===== config.mk =====
export PLATFORM = sky130hd
export DESIGN_NAME = quick_dma_event_latch
export DESIGN_NICKNAME = d
export VERILOG_FILES = /design/src/include/qdl_pkg.sv /design/src/design/quick_dma_event_latch.sv
export SDC_FILE = /design/constraint.sdc
export NUM_CORES = 1
export LEC_CHECK = 0
export BUFFER_PORTS_ARGS = -buffer_cell sky130_fd_sc_hd__buf_4
export CAP_MARGIN = 30
export CORE_MARGIN = 1.5
export CORE_UTILIZATION = 45
export DETAILED_ROUTE_END_ITERATION = 6
export SYNTH_ARGS = -nofsm -noshare
export SYNTH_HDL_FRONTEND = slang
export SYNTH_SLANG_ARGS = --single-unit

===== constraint.sdc =====
create_clock -name core_clk_in -period 3.75 [get_ports core_clk_in]
set_input_delay 0.5625 -clock core_clk_in [delete_from_list [all_inputs] [get_ports core_clk_in]]
set_output_delay 0.5625 -clock core_clk_in [all_outputs]
set_load 0.02 [all_outputs]

===== src/include/qdl_pkg.sv =====
// package: register map, field layouts and types for the quick-dma event latch
package qdl_pkg;
  // number of quick-dma channels
  localparam int unsigned NUM_CH = 8;
  // parameter-memory word address width
  localparam int unsigned PADDR_W = 14;
  // avalon word address width
  localparam int unsigned BUS_AW = 8;

  // register byte offsets (all chosen, none printed)
  localparam logic [7:0] OFF_PENDING   = 8'h00; // read-only pending events
  localparam logic [7:0] OFF_ENABLE    = 8'h04; // read-only channel enables
  localparam logic [7:0] OFF_EN_CLEAR  = 8'h08; // write-one enable clear
  localparam logic [7:0] OFF_EN_SET    = 8'h0c; // write-one enable set
  localparam logic [7:0] OFF_MISSED    = 8'h10; // missed events, write one to clear
  localparam logic [7:0] OFF_SECONDARY = 8'h14; // secondary (queued) events, read-only
  localparam logic [7:0] OFF_SEC_CLEAR = 8'h18; // write-one clears secondary and pending
  localparam logic [7:0] OFF_IRQ_STAT  = 8'h1c; // sticky interrupt status, write one to clear
  localparam logic [7:0] OFF_IRQ_MASK  = 8'h20; // interrupt mask
  localparam logic [7:0] OFF_MAP_BASE  = 8'h40; // eight trigger mappings, one word each

  // reset values
  localparam logic [7:0]  RST_CH_BITS = 8'h00;
  localparam logic [31:0] RST_WORD    = 32'h0000_0000;
  // read data returned for an unmapped address
  localparam logic [31:0] UNMAPPED_RD = 32'h0000_0000;

  // interrupt status layout: bit 0 missed event, bit 1 request submitted
  localparam int unsigned IRQ_W        = 2;
  localparam int unsigned IRQ_MISS_BIT = 0;
  localparam int unsigned IRQ_SUBM_BIT = 1;

  // bus slave states
  typedef enum logic [1:0] {
    BUS_IDLE = 2'b00, // waiting for a request
    BUS_ACK  = 2'b01  // answering with waitrequest low
  } bus_state_t;

  // parameter-memory write observed by the block
  typedef struct packed {
    logic               valid; // one-cycle write strobe
    logic [PADDR_W-1:0] addr;  // word address written
  } pmem_write_t;

  // transfer request handed to the transfer controller
  typedef struct packed {
    logic               valid;   // request offered
    logic [2:0]         channel; // channel that raised it
    logic [PADDR_W-1:0] entry;   // parameter-memory entry of the channel
  } xfer_req_t;
endpackage


===== src/design/quick_dma_event_latch.sv =====
// quick-dma event latching, enables, arbitration and register slave
//
// Overview of operation
// - trigger word write sets pending bit
// - link update to mapped address sets pending
// - events latch only on enabled channels
// - set beats hardware clear same cycle
// - event on pending channel sets missed bit
// - event on clear channel pends, queues
// - pending clears on request submission or on a secondary clear
// - pending bits arbitrated for request submission
// - pending register read-only, bits 7-0, rest zero
// - enable register changes only through set/clear
// - enable-clear write-one clears enable, write-only
// - enable-set write-one sets enable, write-only
// - all four registers zero after reset
// - secondary clear clears secondary and pending
`timescale 1ns/100ps
module quick_dma_event_latch #(
  parameter int unsigned CH = qdl_pkg::NUM_CH
) (
  // clock and reset
  input  wire logic                       core_clk_in,
  input  wire logic                       resetn_in,
  // avalon-mm slave
  input  wire logic [qdl_pkg::BUS_AW-1:0] avs_address_in,
  input  wire logic                       avs_read_in,
  input  wire logic                       avs_write_in,
  input  wire logic [31:0]                avs_writedata_in,
  input  wire logic [3:0]                 avs_byteenable_in,
  output logic      [31:0]                avs_readdata_out,
  output logic                            avs_waitrequest_out,
  // parameter-memory writes from bus masters and from link updates
  input  wire qdl_pkg::pmem_write_t       host_pwrite_in,
  input  wire qdl_pkg::pmem_write_t       link_pwrite_in,
  // transfer request toward the transfer controller
  output qdl_pkg::xfer_req_t              xfer_req_out,
  input  wire logic                       xfer_ack_in,
  // interrupt
  output logic                            irq_out
);

  // per-channel trigger mapping (word address of the trigger word)
  logic [qdl_pkg::PADDR_W-1:0] map_r [CH];
  // channel state registers
  logic [CH-1:0]               pending_r;   // pending events
  logic [CH-1:0]               enable_r;    // channel enables
  logic [CH-1:0]               missed_r;    // lost events
  logic [CH-1:0]               secondary_r; // events sitting in the queue
  logic [qdl_pkg::IRQ_W-1:0]   irq_stat_r;  // sticky interrupt causes
  logic [qdl_pkg::IRQ_W-1:0]   irq_mask_r;  // interrupt mask
  // bus slave state
  qdl_pkg::bus_state_t         bus_state_r;
  // request launch bookkeeping
  logic [2:0]                  rr_ptr_r;    // round-robin start point
  // derived strobes
  logic [CH-1:0]               event_hit;   // enabled channel events this cycle
  logic [CH-1:0]               sub_clr;     // hardware clear on submission
  logic [CH-1:0]               wr_en_clr;   // software enable clear bits
  logic [CH-1:0]               wr_en_set;   // software enable set bits
  logic [CH-1:0]               wr_miss_clr; // software missed clear bits
  logic [CH-1:0]               wr_sec_clr;  // software secondary clear bits
  logic [CH-1:0]               ready_ch;    // pending and not yet queued
  logic                        wr_take;     // write accepted this cycle
  logic [CH-1:0]               lost_ev;     // events that hit a still-pending channel
  logic [7:0]                  byte_addr;   // byte address of the request
  logic                        grant_vld;   // arbiter found a channel
  logic [2:0]                  grant_ch;    // arbiter winner

  // low channel bits of a write, gated by byte lane 0
  function automatic logic [CH-1:0] lane0_bits(input logic [31:0] d, input logic [3:0] be);
    lane0_bits = be[0] ? d[CH-1:0] : '0;
  endfunction

  // widen channel bits to a bus word, upper bits read zero
  function automatic logic [31:0] ch_word(input logic [CH-1:0] v);
    ch_word = {{(32-CH){1'b0}}, v};
  endfunction

  // byte address falls in the block of eight channel mappings
  function automatic logic is_map(input logic [7:0] a);
    is_map = (a[7:5] == qdl_pkg::OFF_MAP_BASE[7:5]);
  endfunction

  // write-one clear of one interrupt status bit by the current write
  function automatic logic stat_w1c(input logic take, input logic [7:0] a, input logic [3:0] be,
                                    input logic [31:0] d, input int unsigned pos);
    stat_w1c = take && (a == qdl_pkg::OFF_IRQ_STAT) && be[0] && d[pos];
  endfunction

  // bus decode: a request is answered one cycle after it is seen
  // only the low six word-address bits are decoded, so the map repeats
  // every 256 bytes; software keeps the upper address bits at zero
  assign byte_addr = {avs_address_in[qdl_pkg::BUS_AW-3:0], 2'b00};
  // writes act only in the answer cycle, when the master sees waitrequest
  // low; acting on the first sight of the request could apply it twice
  assign wr_take   = (bus_state_r == qdl_pkg::BUS_ACK) && avs_write_in;

  // write-one strobes per register
  always_comb begin
    wr_en_clr   = '0;
    wr_en_set   = '0;
    wr_miss_clr = '0;
    wr_sec_clr  = '0;
    if (wr_take) begin
      case (byte_addr)
        qdl_pkg::OFF_EN_CLEAR:  wr_en_clr   = lane0_bits(avs_writedata_in, avs_byteenable_in);
        qdl_pkg::OFF_EN_SET:    wr_en_set   = lane0_bits(avs_writedata_in, avs_byteenable_in);
        qdl_pkg::OFF_MISSED:    wr_miss_clr = lane0_bits(avs_writedata_in, avs_byteenable_in);
        qdl_pkg::OFF_SEC_CLEAR: wr_sec_clr  = lane0_bits(avs_writedata_in, avs_byteenable_in);
        default: begin
          // other addresses carry no write-one strobes
        end
      endcase
    end
  end

  // channel event detection against the mapping of each channel
  // host and link writes to one channel in one cycle count as a single
  // event, never as one event plus one lost event
  always_comb begin
    for (int i = 0; i < CH; i++) begin
      event_hit[i] = enable_r[i] &&
                     ((host_pwrite_in.valid && host_pwrite_in.addr == map_r[i]) ||
                      (link_pwrite_in.valid && link_pwrite_in.addr == map_r[i]));
    end
  end

  // channels waiting for submission: pending but not yet queued
  // a queued channel is not offered again until its submission or a
  // software secondary clear drops its queued bit
  assign ready_ch = pending_r & ~secondary_r;

  // round-robin arbiter over ready channels
  // a fixed-priority scan would let a busy low channel starve the rest;
  // the start point moves past each winner so every channel gets a turn
  always_comb begin
    logic [2:0] idx;
    idx       = 3'h0;
    grant_vld = 1'b0;
    grant_ch  = 3'h0;
    for (int k = 0; k < CH; k++) begin
      idx = 3'(rr_ptr_r + 3'(k));
      if (!grant_vld && ready_ch[idx]) begin
        grant_vld = 1'b1;
        grant_ch  = idx;
      end
    end
  end

  // hardware clear when the offered request is accepted
  always_comb begin
    sub_clr = '0;
    if (xfer_req_out.valid && xfer_ack_in) begin
      sub_clr[xfer_req_out.channel] = 1'b1;
    end
  end

  // an event that finds its channel still pending is lost; when the clear
  // lands in the same cycle the new event simply re-arms the channel, but only for the hardware clear on submission
  assign lost_ev = event_hit & pending_r & ~sub_clr;

  // pending-event register
  // limitation: a secondary clear drops the pending bit but not an offer
  // already standing on the request port; that offer still completes
  always_ff @(posedge core_clk_in or negedge resetn_in) begin
    if (!resetn_in) begin
      pending_r <= qdl_pkg::RST_CH_BITS;
    end else begin
      pending_r <= (pending_r & ~sub_clr & ~wr_sec_clr) | event_hit;
    end
  end

  // enable register, reachable only via set and clear strobes
  // separate set and clear words let two tasks change different channels
  // without a read-modify-write race between them
  always_ff @(posedge core_clk_in or negedge resetn_in) begin
    if (!resetn_in) begin
      enable_r <= qdl_pkg::RST_CH_BITS;
    end else begin
      // write-one set
      // set taken last so a word writing both wins toward enable
      enable_r <= (enable_r & ~wr_en_clr) | wr_en_set;
    end
  end

  // missed-event register, sticky until software writes one
  // one bit per channel records only that some event was lost, not how
  // many were lost
  always_ff @(posedge core_clk_in or negedge resetn_in) begin
    if (!resetn_in) begin
      missed_r <= qdl_pkg::RST_CH_BITS;
    end else begin
      missed_r <= (missed_r & ~wr_miss_clr) | lost_ev;
    end
  end

  // secondary register: set when the channel is queued, cleared on submission
  // it marks a channel already handed over, so a second event is kept as
  // pending or missed instead of being queued twice
  always_ff @(posedge core_clk_in or negedge resetn_in) begin
    if (!resetn_in) begin
      secondary_r <= qdl_pkg::RST_CH_BITS;
    end else begin
      secondary_r <= (secondary_r & ~sub_clr & ~wr_sec_clr) |
                     ((grant_vld && !xfer_req_out.valid) ? CH'(1) << grant_ch : '0);
    end
  end

  // transfer request output: offered until acknowledged
  // only one request stands at a time; the next winner launches on the
  // edge after the acknowledge, at the cost of one idle cycle
  always_ff @(posedge core_clk_in or negedge resetn_in) begin
    if (!resetn_in) begin
      xfer_req_out <= '0;
      rr_ptr_r     <= 3'h0;
    end else if (xfer_req_out.valid) begin
      // hold the request stable until the controller takes it
      if (xfer_ack_in) begin
        xfer_req_out.valid <= 1'b0;
      end
    end else if (grant_vld) begin
      xfer_req_out.valid   <= 1'b1;
      xfer_req_out.channel <= grant_ch;
      xfer_req_out.entry   <= map_r[grant_ch];
      rr_ptr_r             <= 3'(grant_ch + 3'h1);
    end
  end

  // trigger mapping registers, written by software
  // two channels mapped to one word both latch on a write to that word
  always_ff @(posedge core_clk_in or negedge resetn_in) begin
    if (!resetn_in) begin
      for (int i = 0; i < CH; i++) begin
        map_r[i] <= '0;
      end
    end else if (wr_take && is_map(byte_addr)
                 && avs_byteenable_in[1:0] == 2'b11) begin
      // only full low halfword writes update a mapping
      map_r[byte_addr[4:2]] <= avs_writedata_in[qdl_pkg::PADDR_W-1:0];
    end
  end

  // interrupt status and mask
  always_ff @(posedge core_clk_in or negedge resetn_in) begin
    if (!resetn_in) begin
      irq_stat_r <= '0;
      irq_mask_r <= '0;
    end else begin
      // a fresh event wins over a write-one clear in the same cycle
      irq_stat_r[qdl_pkg::IRQ_MISS_BIT] <=
        (irq_stat_r[qdl_pkg::IRQ_MISS_BIT] &&
         !stat_w1c(wr_take, byte_addr, avs_byteenable_in, avs_writedata_in, qdl_pkg::IRQ_MISS_BIT)) ||
        |lost_ev;
      irq_stat_r[qdl_pkg::IRQ_SUBM_BIT] <=
        (irq_stat_r[qdl_pkg::IRQ_SUBM_BIT] &&
         !stat_w1c(wr_take, byte_addr, avs_byteenable_in, avs_writedata_in, qdl_pkg::IRQ_SUBM_BIT)) ||
        (xfer_req_out.valid && xfer_ack_in);
      if (wr_take && byte_addr == qdl_pkg::OFF_IRQ_MASK && avs_byteenable_in[0]) begin
        irq_mask_r <= avs_writedata_in[qdl_pkg::IRQ_W-1:0];
      end
    end
  end

  // interrupt output registered from status and mask
  // the pin comes from a flip-flop and so trails the status by one cycle
  always_ff @(posedge core_clk_in or negedge resetn_in) begin
    if (!resetn_in) begin
      irq_out <= 1'b0;
    end else begin
      irq_out <= |(irq_stat_r & irq_mask_r);
    end
  end

  // bus handshake: waitrequest high until the answer cycle
  // exactly one wait cycle per access keeps the slave simple; back to
  // back accesses therefore run at one word every two cycles
  always_ff @(posedge core_clk_in or negedge resetn_in) begin
    if (!resetn_in) begin
      bus_state_r         <= qdl_pkg::BUS_IDLE;
      avs_waitrequest_out <= 1'b1;
    end else begin
      case (bus_state_r)
        qdl_pkg::BUS_IDLE: begin
          if (avs_read_in || avs_write_in) begin
            bus_state_r         <= qdl_pkg::BUS_ACK;
            avs_waitrequest_out <= 1'b0;
          end
        end
        qdl_pkg::BUS_ACK: begin
          // request taken this edge; back to idle for the next one
          bus_state_r         <= qdl_pkg::BUS_IDLE;
          avs_waitrequest_out <= 1'b1;
        end
        default: begin
          bus_state_r         <= qdl_pkg::BUS_IDLE;
          avs_waitrequest_out <= 1'b1;
        end
      endcase
    end
  end

  // read data, loaded one cycle ahead so it stands with waitrequest low
  // the value is captured when the request is first seen, so a read shows
  // the state of the cycle before the answer
  always_ff @(posedge core_clk_in or negedge resetn_in) begin
    if (!resetn_in) begin
      avs_readdata_out <= qdl_pkg::RST_WORD;
    end else if (bus_state_r == qdl_pkg::BUS_IDLE && avs_read_in) begin
      case (byte_addr)
        qdl_pkg::OFF_PENDING:   avs_readdata_out <= ch_word(pending_r);
        qdl_pkg::OFF_ENABLE:    avs_readdata_out <= ch_word(enable_r);
        qdl_pkg::OFF_MISSED:    avs_readdata_out <= ch_word(missed_r);
        qdl_pkg::OFF_SECONDARY: avs_readdata_out <= ch_word(secondary_r);
        qdl_pkg::OFF_IRQ_STAT:  avs_readdata_out <= {{(32-qdl_pkg::IRQ_W){1'b0}}, irq_stat_r};
        qdl_pkg::OFF_IRQ_MASK:  avs_readdata_out <= {{(32-qdl_pkg::IRQ_W){1'b0}}, irq_mask_r};
        // write-only registers read zero
        default: begin
          if (is_map(byte_addr)) begin
            avs_readdata_out <= {{(32-qdl_pkg::PADDR_W){1'b0}}, map_r[byte_addr[4:2]]};
          end else begin
            avs_readdata_out <= qdl_pkg::UNMAPPED_RD;
          end
        end
      endcase
    end
  end

endmodule


# [Yosys cells after proc, flatten, opt, wreduce, memory -nomap -nowiden]
# Index checks and enable logic that the tools add are counted.
[op_classes] n_eq_ne=28 order_cmp=13 reduce_logical=73 n_mux=63 bitwise=22 add_sub_neg=8 shift=1
[op_table] op="$eq A14 B14 Y1" count=16
[op_table] op="$bwmux W112" count=1
[op_table] op="$mux W8" count=11
[op_table] op="$bmux W14 S3" count=2
[op_table] op="$mux W14" count=6
[op_table] op="$pmux W14 S6" count=1
[op_table] op="$and A8 B8 Y8" count=9
[op_table] op="$logic_and A1 B1 Y1" count=47
[op_table] op="$demux W14 S3" count=1
[op_table] op="$not A8 Y8" count=5
[op_table] op="$lt A3 B4 Y1 const B" count=9
[op_table] op="$or A8 B8 Y8" count=4
[op_table] op="$bmux W1 S3" count=8
[op_table] op="$eq A6 B3 Y1 const B" count=4
[op_table] op="$mux W3" count=8
[op_table] op="$mux W1" count=21
[op_table] op="$mux W18" count=1
[op_table] op="$add A3 B3 Y3 const B" count=4
[op_table] op="$eq A6 B2 Y1 const B" count=2
[op_table] op="$logic_or A1 B1 Y1" count=11
[op_table] op="$logic_not A1 Y1" count=10
[op_table] op="$ge A4 B4 Y1 const B" count=2
[op_table] op="$logic_not A8 Y1" count=1
[op_table] op="$not A3 Y4" count=2
[op_table] op="19 further kinds" count=22
[word_totals] output_inout_bits=52 ff_bits=205 in_bits=79 word_cells=230

# [Longest topological paths before layout]
# Gate-level depths: netlist of run 1.
[logic_depth] ltp_word=32 ltp_mapped=15 mapped_depth_nobuf=12

# [Worst setup path before layout of run 1]
# Ideal clock, no wire load.
[synth_path] path_type="register to register" startpoint="register rr_ptr_r[0]" endpoint="register rr_ptr_r[2]" period_less_slack_ns=3.366 setup_ns=0.141 path_stages_with_launch=16 arrival_time_ns=3.225 slack_ns=0.384 path_buffers=3 required_ns=3.609 cell_sequence="dfrtp_1 inv_2 buf_4 ha_1 xnor2_1 mux4_2 and4b_1 buf_6 nand3_1 a41oi_1 buf_2 nor2_1 nor2_1 ha_1 nand2_1 o21ai_0"
[synth_via] elab_chain_len=25 word_cells_on_any_way=55 cone_classes="add/sub: 8; mux: 32; reduce/logical: 15"
[synth_rtl] item="start: declaration" line_no="quick_dma_event_latch.sv:55" text="logic [2:0] rr_ptr_r;"
[synth_rtl] item="start signal: assignment" line_no="quick_dma_event_latch.sv:226" text="rr_ptr_r <= 3'(grant_ch + 3'h1);"
[synth_rtl] item="branches (longest 25 deep; another with $add A3 B1 Y3)"
# Parallel ways; which one is timed is not known. The select of a mux whose other input is x is not followed.
# A chain may end at the register's enable or synchronous reset.

# [Worst setup path in the final report of run 1]
[layout_path] startpoint="register rr_ptr_r[1]" endpoint="register xfer_req_out[11] in the netlist's numbering"
[layout_via] elab_chain_len=28 word_cells_on_any_way=58 cone_classes="add/sub: 7; mux: 35; bitwise: 1; reduce/logical: 15"
[layout_rtl] item="branches (longest 28 deep; another with $add A3 B1 Y3)"
[layout_rtl] item="end: declaration" line_no="quick_dma_event_latch.sv:37" text="output qdl_pkg::xfer_req_t xfer_req_out,"
# Parallel ways; which one is timed is not known. The select of a mux whose other input is x is not followed.

==> results of run 1 <==
==> flip-flops by register name, indices dropped and copies added (netlist names) <==
signal,flops
irq_stat_r,2
pending_r,8
enable_r,8
xfer_req_out,18
irq_out,1
bus_state_r,1
map_r,112
avs_readdata_out,14
secondary_r,8
rr_ptr_r,3
irq_mask_r,2
missed_r,8
avs_waitrequest_out,1
==> layout make-up <==
| class | count | area (um2) | share of cell area |
|---|---|---|---|
| multi-input cells | 1033 | 8360 | 0.552 |
| flip-flops and latches | 186 | 4660 | 0.307 |
| repair buffers | 131 | 1060 | 0.0703 |
| well taps | 390 | 488 | 0.0322 |
| clock buffers | 20 | 457 | 0.0301 |
| clock inverters | 12 | 104 | 0.00686 |
| inverters | 4 | 15.0 | 0.000991 |
==> routing by layer <==
metal  vias up  global-route usage  share of wire
met5         -                   0        0.00025
met4         2               0.136          0.035
met3       103              0.0820          0.085
met2       537               0.535           0.45
met1      5679               0.470           0.43
li1       4865                   -              -
==> worst max-delay path by stage <==
stage	to	slack, ns
2_1_floorplan	rr_ptr_r[2]$_DFFE_PN0P_	0.38
3_3_place_gp	rr_ptr_r[2]$_DFFE_PN0P_	0.22
3_5_place_dp	rr_ptr_r[2]$_DFFE_PN0P_	0.16
4_1_cts	rr_ptr_r[2]$_DFFE_PN0P_	0.14
5_1_grt	xfer_req_out[11]$_DFFE_PN0P_	0.07
6_report	xfer_req_out[11]$_DFFE_PN0P_	0.27
==> per-stage QoR <==
step	util	cell area, um2
2_1_floorplan	-	13600
3_3_place_gp	0.493	14600
3_5_place_dp	0.493	14600
4_1_cts	0.512	15100
5_1_grt	0.512	15100
6_report	0.512	15100
==> Yosys cell counts, types with 3 or more instances <==
cell type	instances	area, um2
sky130_fd_sc_hd__a21bo_1	7	70.1
sky130_fd_sc_hd__a21bo_2	35	350
sky130_fd_sc_hd__a21boi_0	14	105
sky130_fd_sc_hd__a21oi_1	8	40.0
sky130_fd_sc_hd__a221oi_1	7	61.3
sky130_fd_sc_hd__a22o_1	7	61.3
sky130_fd_sc_hd__a22oi_1	3	22.5
sky130_fd_sc_hd__a31oi_1	10	62.6
sky130_fd_sc_hd__buf_1	19	71.3
sky130_fd_sc_hd__buf_2	10	50.1
sky130_fd_sc_hd__buf_4	19	143
sky130_fd_sc_hd__buf_6	5	56.3
sky130_fd_sc_hd__clkbuf_1	67	251
sky130_fd_sc_hd__dfrtp_1	185	4630
sky130_fd_sc_hd__ha_1	3	37.5
sky130_fd_sc_hd__mux2_2	124	1400
sky130_fd_sc_hd__mux2i_1	31	310
sky130_fd_sc_hd__mux4_2	42	946
sky130_fd_sc_hd__nand2_1	104	390
sky130_fd_sc_hd__nand2b_1	16	100
sky130_fd_sc_hd__nand3_1	67	335
sky130_fd_sc_hd__nand4_1	65	407
sky130_fd_sc_hd__nor2_1	29	109
sky130_fd_sc_hd__nor2b_1	5	31.3
sky130_fd_sc_hd__nor3_1	6	30.0
sky130_fd_sc_hd__nor4_1	18	113
sky130_fd_sc_hd__o21ai_0	110	551
sky130_fd_sc_hd__o21ai_1	5	25.0
sky130_fd_sc_hd__o221ai_1	3	26.3
sky130_fd_sc_hd__o2bb2ai_1	6	52.6
sky130_fd_sc_hd__o2bb2ai_2	8	120
sky130_fd_sc_hd__or2_2	4	25.0
sky130_fd_sc_hd__or3b_2	9	78.8
sky130_fd_sc_hd__xnor2_1	227	1990
==> what timing repair did <==
item | 4_1_cts | 5_1_grt
endpoints found under the setup margin | 0 | 4
gates resized for setup | 0 | 3
hold endpoints to repair | 0 | 0
hold buffers | 0 | 0
buffers inserted | 0 | 0
==> worst register-to-register path: cells and delay by family (launching register included) <==
family                 cells  cell delay (ns)
AO/OA/AOI/OAI              2             0.66
AND/OR/NAND/NOR            6             1.58
buffers and inverters      2             0.37
flip-flops                 1             0.46
multiplexers               1             0.34
==> cell families (layout without fill, tap and decap cells) <==
| family | after synthesis | count (layout) |
|---|---|---|
| muxes | 198 | 198 |
| adders and majority gates | 3 | 3 |
| other | 1 | 18 |
| buffers and inverters | 124 | 167 |
| and+or+nand+nor | 345 | 345 |
| xor gates and xnor gates | 227 | 227 |
| DFF | 186 | 186 |
| AOI/OAI and AO/OA | 242 | 242 |
==> report_power, final <==
| group | internal, mW | switching (mW) |
|---|---|---|
| registers | 2.05 | 0.0858 |
| logic | 0.251 | 0.361 |
| clock network | 0.905 | 0.898 |
| total | 3.20 | 1.34 |
==> impl.org, run 1 <==
** Floorplanning
- The floorplan step defined a core boundary enclosing 0.0296 mm2.
- Starting density of the core :: 0.457
- Row cnt :: between 60 and 70
- The floorplan step set the die width to around 180 um.
- The die covers 0.0310 mm2.
- The die is about 180 um tall.
- Number of top-level pins :: about 130

** Detailed routing
- After detailed routing, the number of vias per cell comes to approximately 6.3.
- Total via count after detailed routing :: 11,186
- Remaining design rule violation count :: 0
- Wire length per cell after detailed routing :: slightly below 30 um
- Drt pass-1 iters :: 5
- Total wirelength of the detailed-routed design :: between 50 and 60 mm
- Once detail routing completed, the nets flagged for antenna violations numbered 0.
- Initial detailed-routing violation count :: approximately 1,200

** Global routing
- The number of antenna violations at the first check in global routing came to 1.
- The first global-routing pass estimated 76.5 mm of wire.
- Leftover overflow at the end of global routing :: 0
- Across every metal layer, demand over resource in global routing totals 0.347.
- Number of global-route vias before repair :: 11,125
- Largest net degree at the start of global routing :: between 90 and 100

** Synth
- Ys flop type :: sky130_fd_sc_hd__dfrtp_1
- Number of cells produced by synthesis :: 1,326
- The post-synthesis compound-gate area fraction is 0.127.
- Multiplexer share of the synthesized area :: 0.198
- Number of synthesized flops with an enable pin :: 0
- Number of distinct library cells after synthesis :: 71
- Basic-gate share of the synthesized area counting and, or, nand and nor cells :: 0.137
- Synthesis inferred between 150 and 200 register bits.
- Of the total synthesized cell area, the portion taken by full adders, half adders and majority gates is 0.00278.
- Avg Synthesized Cell Area :: ~10 um2
- Sequential cell area fraction in the yosys report :: 0.345
- By area, the combinational part of the netlist is dominated by multiplexers.
- Netlist Area Pre-Place :: approximately 0.014 mm2
- Counting flops with an async set or reset pin after synthesis yields a share of 1.00.
- Of the total synthesized cell area, the portion taken by XOR and XNOR cells is 0.147.
- Synthesis warning total :: 0

** Power and ir drop
- Overall power consumption after layout is estimated at between 4 and 5 mW.
- In this run the power density over the cells is between 300 and 400 mW/mm2.
- IR Drop Worst-Case VDD :: just under 0.3 mV
- Leak Pwr :: 5.97 nW

** Layout
- After filler insertion, the fill cell instance count of the layout stands at 2,775.
- Highest-count cells in the layout ignoring fill and taps :: sky130_fd_sc_hd__xnor2_1 (226), sky130_fd_sc_hd__dfrtp_1 (185), sky130_fd_sc_hd__mux2_2 (124), sky130_fd_sc_hd__buf_4 (124), sky130_fd_sc_hd__o21ai_0 (110)
- Final nets :: between 1,000 and 1,500
- Antenna diode instance count :: 0
- Of the cells placed in the final design, the portion with a size suffix greater than 1 is 0.291.
- Most common library cell in the layout ignoring fill and taps :: sky130_fd_sc_hd__xnor2_1
- Final std cells w/o fill :: between 1,500 and 2,000
- Relative to the synthesized area, the layout overhead comes to 12.2%.

** Worst setup path
- Crit path buf inv count :: 2
- Largest stage delay on the critical path :: roughly 0.46 ns
- In this run the worst path has a maximum fanout of 15.
- The critical path crosses 11 cells after its start point.
- On the critical path the largest part of the delay comes from simple AND/OR/NAND/NOR gates.
- Counting cells, the worst reg-to-reg path comes to 11.
- STA puts the critical path data arrival time at 3.87 ns.
- For flop-to-flop paths, the worst setup slack is 0.27 ns.
- Crit Path Class :: reg -> reg
- Walking the worst path, the cells encountered are buf_4 > and4bb_1 > nor4_4 > mux2_2 > and4b_1 > nand2_1 > o221ai_2 > nor3b_4 > buf_12 > a21bo_2 > nand4_1.
- The worst setup path is launched from a flip-flop.
- The critical path starts at rr_ptr_r[1]$_DFFE_PN0P_.
- In this run the critical register-to-register path is captured at xfer_req_out[11]$_DFFE_PN0P_.
- CP endpoint kind :: flip-flop
- CP required :: about 4.1 ns
- Reg2reg start :: rr_ptr_r[1]$_DFFE_PN0P_
- For this design, the slowest cell found on the critical path is sky130_fd_sc_hd__dfrtp_1.

** Timing
- Between clock sinks in the finished design, the worst skew comes to ~0.013 ns.
- Final Worst Setup Slack :: approximately 0.27 ns
- Final Setup Violations :: 0
- The final max-slew violation count was 0.
- Adding up every negative setup slack in the final design gives 0 ns.
- Post-route clock period utilization :: 0.929
- Measured against its own limit, the worst slew margin works out to 0.455.
- RSZ-0062 raised after global routing :: no
- Based on the critical path, the design can be clocked at up to roughly 290 MHz.
- Hold Vio Cnt, Final :: 0
- The routed design could run at a clock period as short as between 3 and 4 ns.
- Slew @ Worst Pin :: 0.817 ns
- Hold timing on the final database bottoms out at a slack of 0.199 ns.

** Clocking
- CTS placed an instance of sky130_fd_sc_hd__clkbuf_16 at the clock tree root.
- Clock slew seen by the registers of the worst setup and hold paths :: 0.08 ns
- Clock tree synthesis inserted a total of 17 buffers.
- CTS built an H-tree with a depth of 4.
- The longest clock path from root to sink contains 2 buffers.
- The clock drives between 150 and 200 sinks.
- CTS tree :: yes
- At the later pin of the worst-skew pair, clock insertion delay measures around 0.46 ns.

** Place
- At the end of routability-driven placement, the weighted congestion stood at approximately 1.0.
- Before CTS, the worst setup slack after placement is 0.164 ns.
- The HPWL after detailed placement is approximately 38 mm.
- Number of placed cells counting well taps :: 1,744
- Buffers placed on the I/O ports in this run total 90.

** Run status
- The flow ran to the end, and the final reports show no timing, DRC or antenna violations.

** Flow run
- # Max-Cap Violations :: 0

** Worst hold path
- Path category of the worst min-delay check :: in -> async
Power figures use the tool's default switching activity.
==> run 2: changes to the inputs <==
- REMOVE_ABC_BUFFERS: unset -> 1
==> impl.org, run 2 (synthesis results as in run 1) <==
** Place
- Detailed Place HPWL :: 37.6 mm (was 38.1 mm)
- Port Buffer Count :: 90 (unchanged)
- The cell count after placement was 1,765 (was 1,744).
- The routability congestion estimate from global placement is 1.02 (was 1.03).

** Layout
- The flip-flop count of the largest register, all copies and words added is 112 (unchanged).
- Highest-count cells in the layout ignoring fill and taps: sky130_fd_sc_hd__xnor2_1 (227), sky130_fd_sc_hd__dfrtp_1 (185), sky130_fd_sc_hd__buf_4 (141) (was sky130_fd_sc_hd__xnor2_1 (226), sky130_fd_sc_hd__dfrtp_1 (185), sky130_fd_sc_hd__mux2_2 (124), sky130_fd_sc_hd__buf_4 (124), sky130_fd_sc_hd__o21ai_0 (110)).
- Layout fillers :: 2,731 (was 2,775)
- Largest regs: map_r (112), xfer_req_out (18), avs_readdata_out (14) (unchanged).
- The number of nets at the end of the flow is 1,476 (was 1,455).
- The number of cells in the finished layout apart from fillers was 1,798 (was 1,776).
- The top register by number of flip-flops is map_r (unchanged).
- Layout Area Growth over Synthesis :: 13.9% (was 12.2%)
- The most frequent standard cell in the layout excluding fill and tap cells is sky130_fd_sc_hd__xnor2_1 (unchanged).
- The share of cells above drive strength 1 is 0.301 (was 0.291).

** Clocking
- CTS tree :: yes (unchanged)
- Count of hold-fix buffers inserted at cts :: 0 (unchanged)
- Number of buffers inserted to repair setup after CTS :: 0 (unchanged)
- The cell at the root of the clock tree is sky130_fd_sc_hd__clkbuf_16 (unchanged).
- Clock slew seen by the registers of the worst setup and hold paths :: 0.08 ns (about the same)
- Maximum buffer depth of the clock tree :: 2 (unchanged)
- Number of gates resized after cts :: 0 (unchanged)
- The H-tree level count is 4 (unchanged).
- CTS Buf Count :: 17 (unchanged)
- Clk_lat worst skew :: 0.46 ns (about the same)
- The clock sink count is 186 (unchanged).

** Worst setup path
- The endpoint of the most critical register-to-register path was xfer_req_out[0]$_DFFE_PN0P_ (was xfer_req_out[11]$_DFFE_PN0P_).
- Worst-path maximum fanout :: 9 (was 15)
- R2r worst-path depth :: 10 (was 11)
- CP Data Arrival Time :: 3.95 ns (was 3.87 ns)
- The type of destination of the critical path was a flip-flop (unchanged).
- The data required time at the worst endpoint was 4.14 ns (was 4.13 ns).
- R2r setup slk :: 0.19 ns (was 0.27 ns)
- The critical register-to-register path startpoint is rr_ptr_r[0]$_DFFE_PN0P_ (was rr_ptr_r[1]$_DFFE_PN0P_).
- The type of the worst setup path was reg -> reg (unchanged).
- CP startpoint kind :: flip-flop (unchanged)

** Global routing
- Wire length of the first global-routing pass :: 73.8 mm (was 76.5 mm)
- Largest net degree at the start of global routing :: 106 (was 96)
- Leftover overflow at the end of global routing :: 0 (unchanged)
- Total global routing track utilization :: 0.331 (was 0.347)
- The number of antenna violations at the first check in global routing is 1 (unchanged).
- Number of global-route vias before repair :: 10,855 (was 11,125)

** Timing
- The final setup violation count was 0 (unchanged).
- Post-route clock period utilization :: 0.949 (was 0.929)
- The final max-slew violation count is 0 (unchanged).
- Fmax :: 281 MHz (was 287 MHz)
- The measured slew at the worst slew-check pin was 0.898 ns (was 0.817 ns).
- The number of endpoints with negative hold slack in the final report is 0 (unchanged).
- TNS Setup :: 0 ns (unchanged)
- The clock tree skew after final layout was 0.0128 ns (was 0.0132 ns).
- RSZ-0062 raised after global routing :: no (unchanged)
- Post-Route Hold Slack :: 0.239 ns (was 0.199 ns)
- The minimum period implied by the final worst setup slack is 3.56 ns (was 3.48 ns).
- The worst max-slew margin expressed relative to the limit came to 0.401 (was 0.455).

** Power and ir drop
- The cell area power density was 302 mW/mm2 (was 300 mW/mm2).
- IR Drop Worst-Case VDD :: 0.269 mV (was 0.297 mV)
- The cell leakage power is 6.12 nW (was 5.97 nW).

** Floorplanning
- The number of top-level pins came to 131 (unchanged).
- Core Footprint :: 0.0296 mm2 (unchanged)
- The overall die area came to 0.0310 mm2 (unchanged).
- Die width :: 176 um (unchanged)
- The number of core rows was 63 (unchanged).
- Starting density of the core :: 0.457 (unchanged)
- The vertical extent of the die is 176 um (unchanged).

** Detailed routing
- Wire length per cell after detailed routing :: 27.9 um (was 29.0 um)
- Drt pass-1 iters :: 5 (unchanged)
- The number of nets still failing antenna checks after routing is 0 (unchanged).
- The violation count after the first detailed-route iteration is 1,067 (was 1,210).
- The via count normalized by instance count was 6.27 (was 6.30).
- The final routed DRC violation total came to 0 (unchanged).
- Total via count after detailed routing :: 11,265 (was 11,186)
- The routed wire length was 50.1 mm (was 51.5 mm).

** Worst hold path
- The worst min-delay path category is in -> async (unchanged).

** Run status
- Run status :: completed (unchanged)

** Flow run
- # Max-Cap Violations :: 0 (unchanged)
## run 2: worst max path at each step
stage	slack (ns)	cells past startpoint	to	from
after global routing	0.03	10	xfer_req_out[1]$_DFFE_PN0P_	rr_ptr_r[0]$_DFFE_PN0P_
after CTS	0.20	10	xfer_req_out[0]$_DFFE_PN0P_	rr_ptr_r[0]$_DFFE_PN0P_
after global placement	0.06	9	xfer_req_out[8]$_DFFE_PN0P_	rr_ptr_r[0]$_DFFE_PN0P_
after detailed placement	0.23	10	xfer_req_out[8]$_DFFE_PN0P_	rr_ptr_r[0]$_DFFE_PN0P_
after floorplan	-1.65	11	rr_ptr_r[2]$_DFFE_PN0P_	rr_ptr_r[0]$_DFFE_PN0P_
final	0.19	10	xfer_req_out[0]$_DFFE_PN0P_	rr_ptr_r[0]$_DFFE_PN0P_
## run 2: worst max-delay path, cell delays in order (launching register included)
cell,delay (ns)
sky130_fd_sc_hd__dfrtp_1,0.46
sky130_fd_sc_hd__inv_2,0.08
sky130_fd_sc_hd__ha_1,0.54
sky130_fd_sc_hd__mux4_2,0.62
sky130_fd_sc_hd__and4b_1,0.26
sky130_fd_sc_hd__a31o_2,0.22
sky130_fd_sc_hd__a211o_1,0.26
sky130_fd_sc_hd__nor2b_2,0.51
sky130_fd_sc_hd__buf_8,0.24
sky130_fd_sc_hd__a21bo_2,0.23
sky130_fd_sc_hd__nand4_1,0.08
## run 2: cell type report
type / count / area (um2) / area share
diodes: 1 / 2.50 / 0.000163
inverters: 4 / 15.0 / 0.000976
clock buffers: 17 / 425 / 0.0277
well taps: 390 / 488 / 0.0317
clock inverters: 15 / 171 / 0.0111
multi-input cells: 1033 / 8350 / 0.543
repair buffers: 152 / 1270 / 0.0824
flip-flops and latches: 186 / 4660 / 0.303
## run 2: where the power goes
group          switching [mW]  total, mW  internal, mW
logic                   0.368      0.623         0.255
registers              0.0819       2.13          2.05
clock network           0.939       1.89         0.956
## run 2: per-layer routing
metal | wire (um) | track usage | vias up
met5 | 0 | 0 | -
met4 | 1850 | 0.131 | 0
met3 | 3910 | 0.0650 | 99
met2 | 23000 | 0.517 | 566
met1 | 21400 | 0.452 | 5666
li1 | - | - | 4934
## run 2: through the flow
step	util	cell area, um2	power, mW	worst slack (ns)
2_1_floorplan	-	13000	2.44	-1.65
3_3_place_gp	0.499	14800	2.78	0.0609
3_5_place_dp	0.500	14800	2.78	0.225
4_1_cts	0.520	15400	4.67	0.195
5_1_grt	0.520	15400	4.80	0.0338
6_report	0.520	15400	4.65	0.190
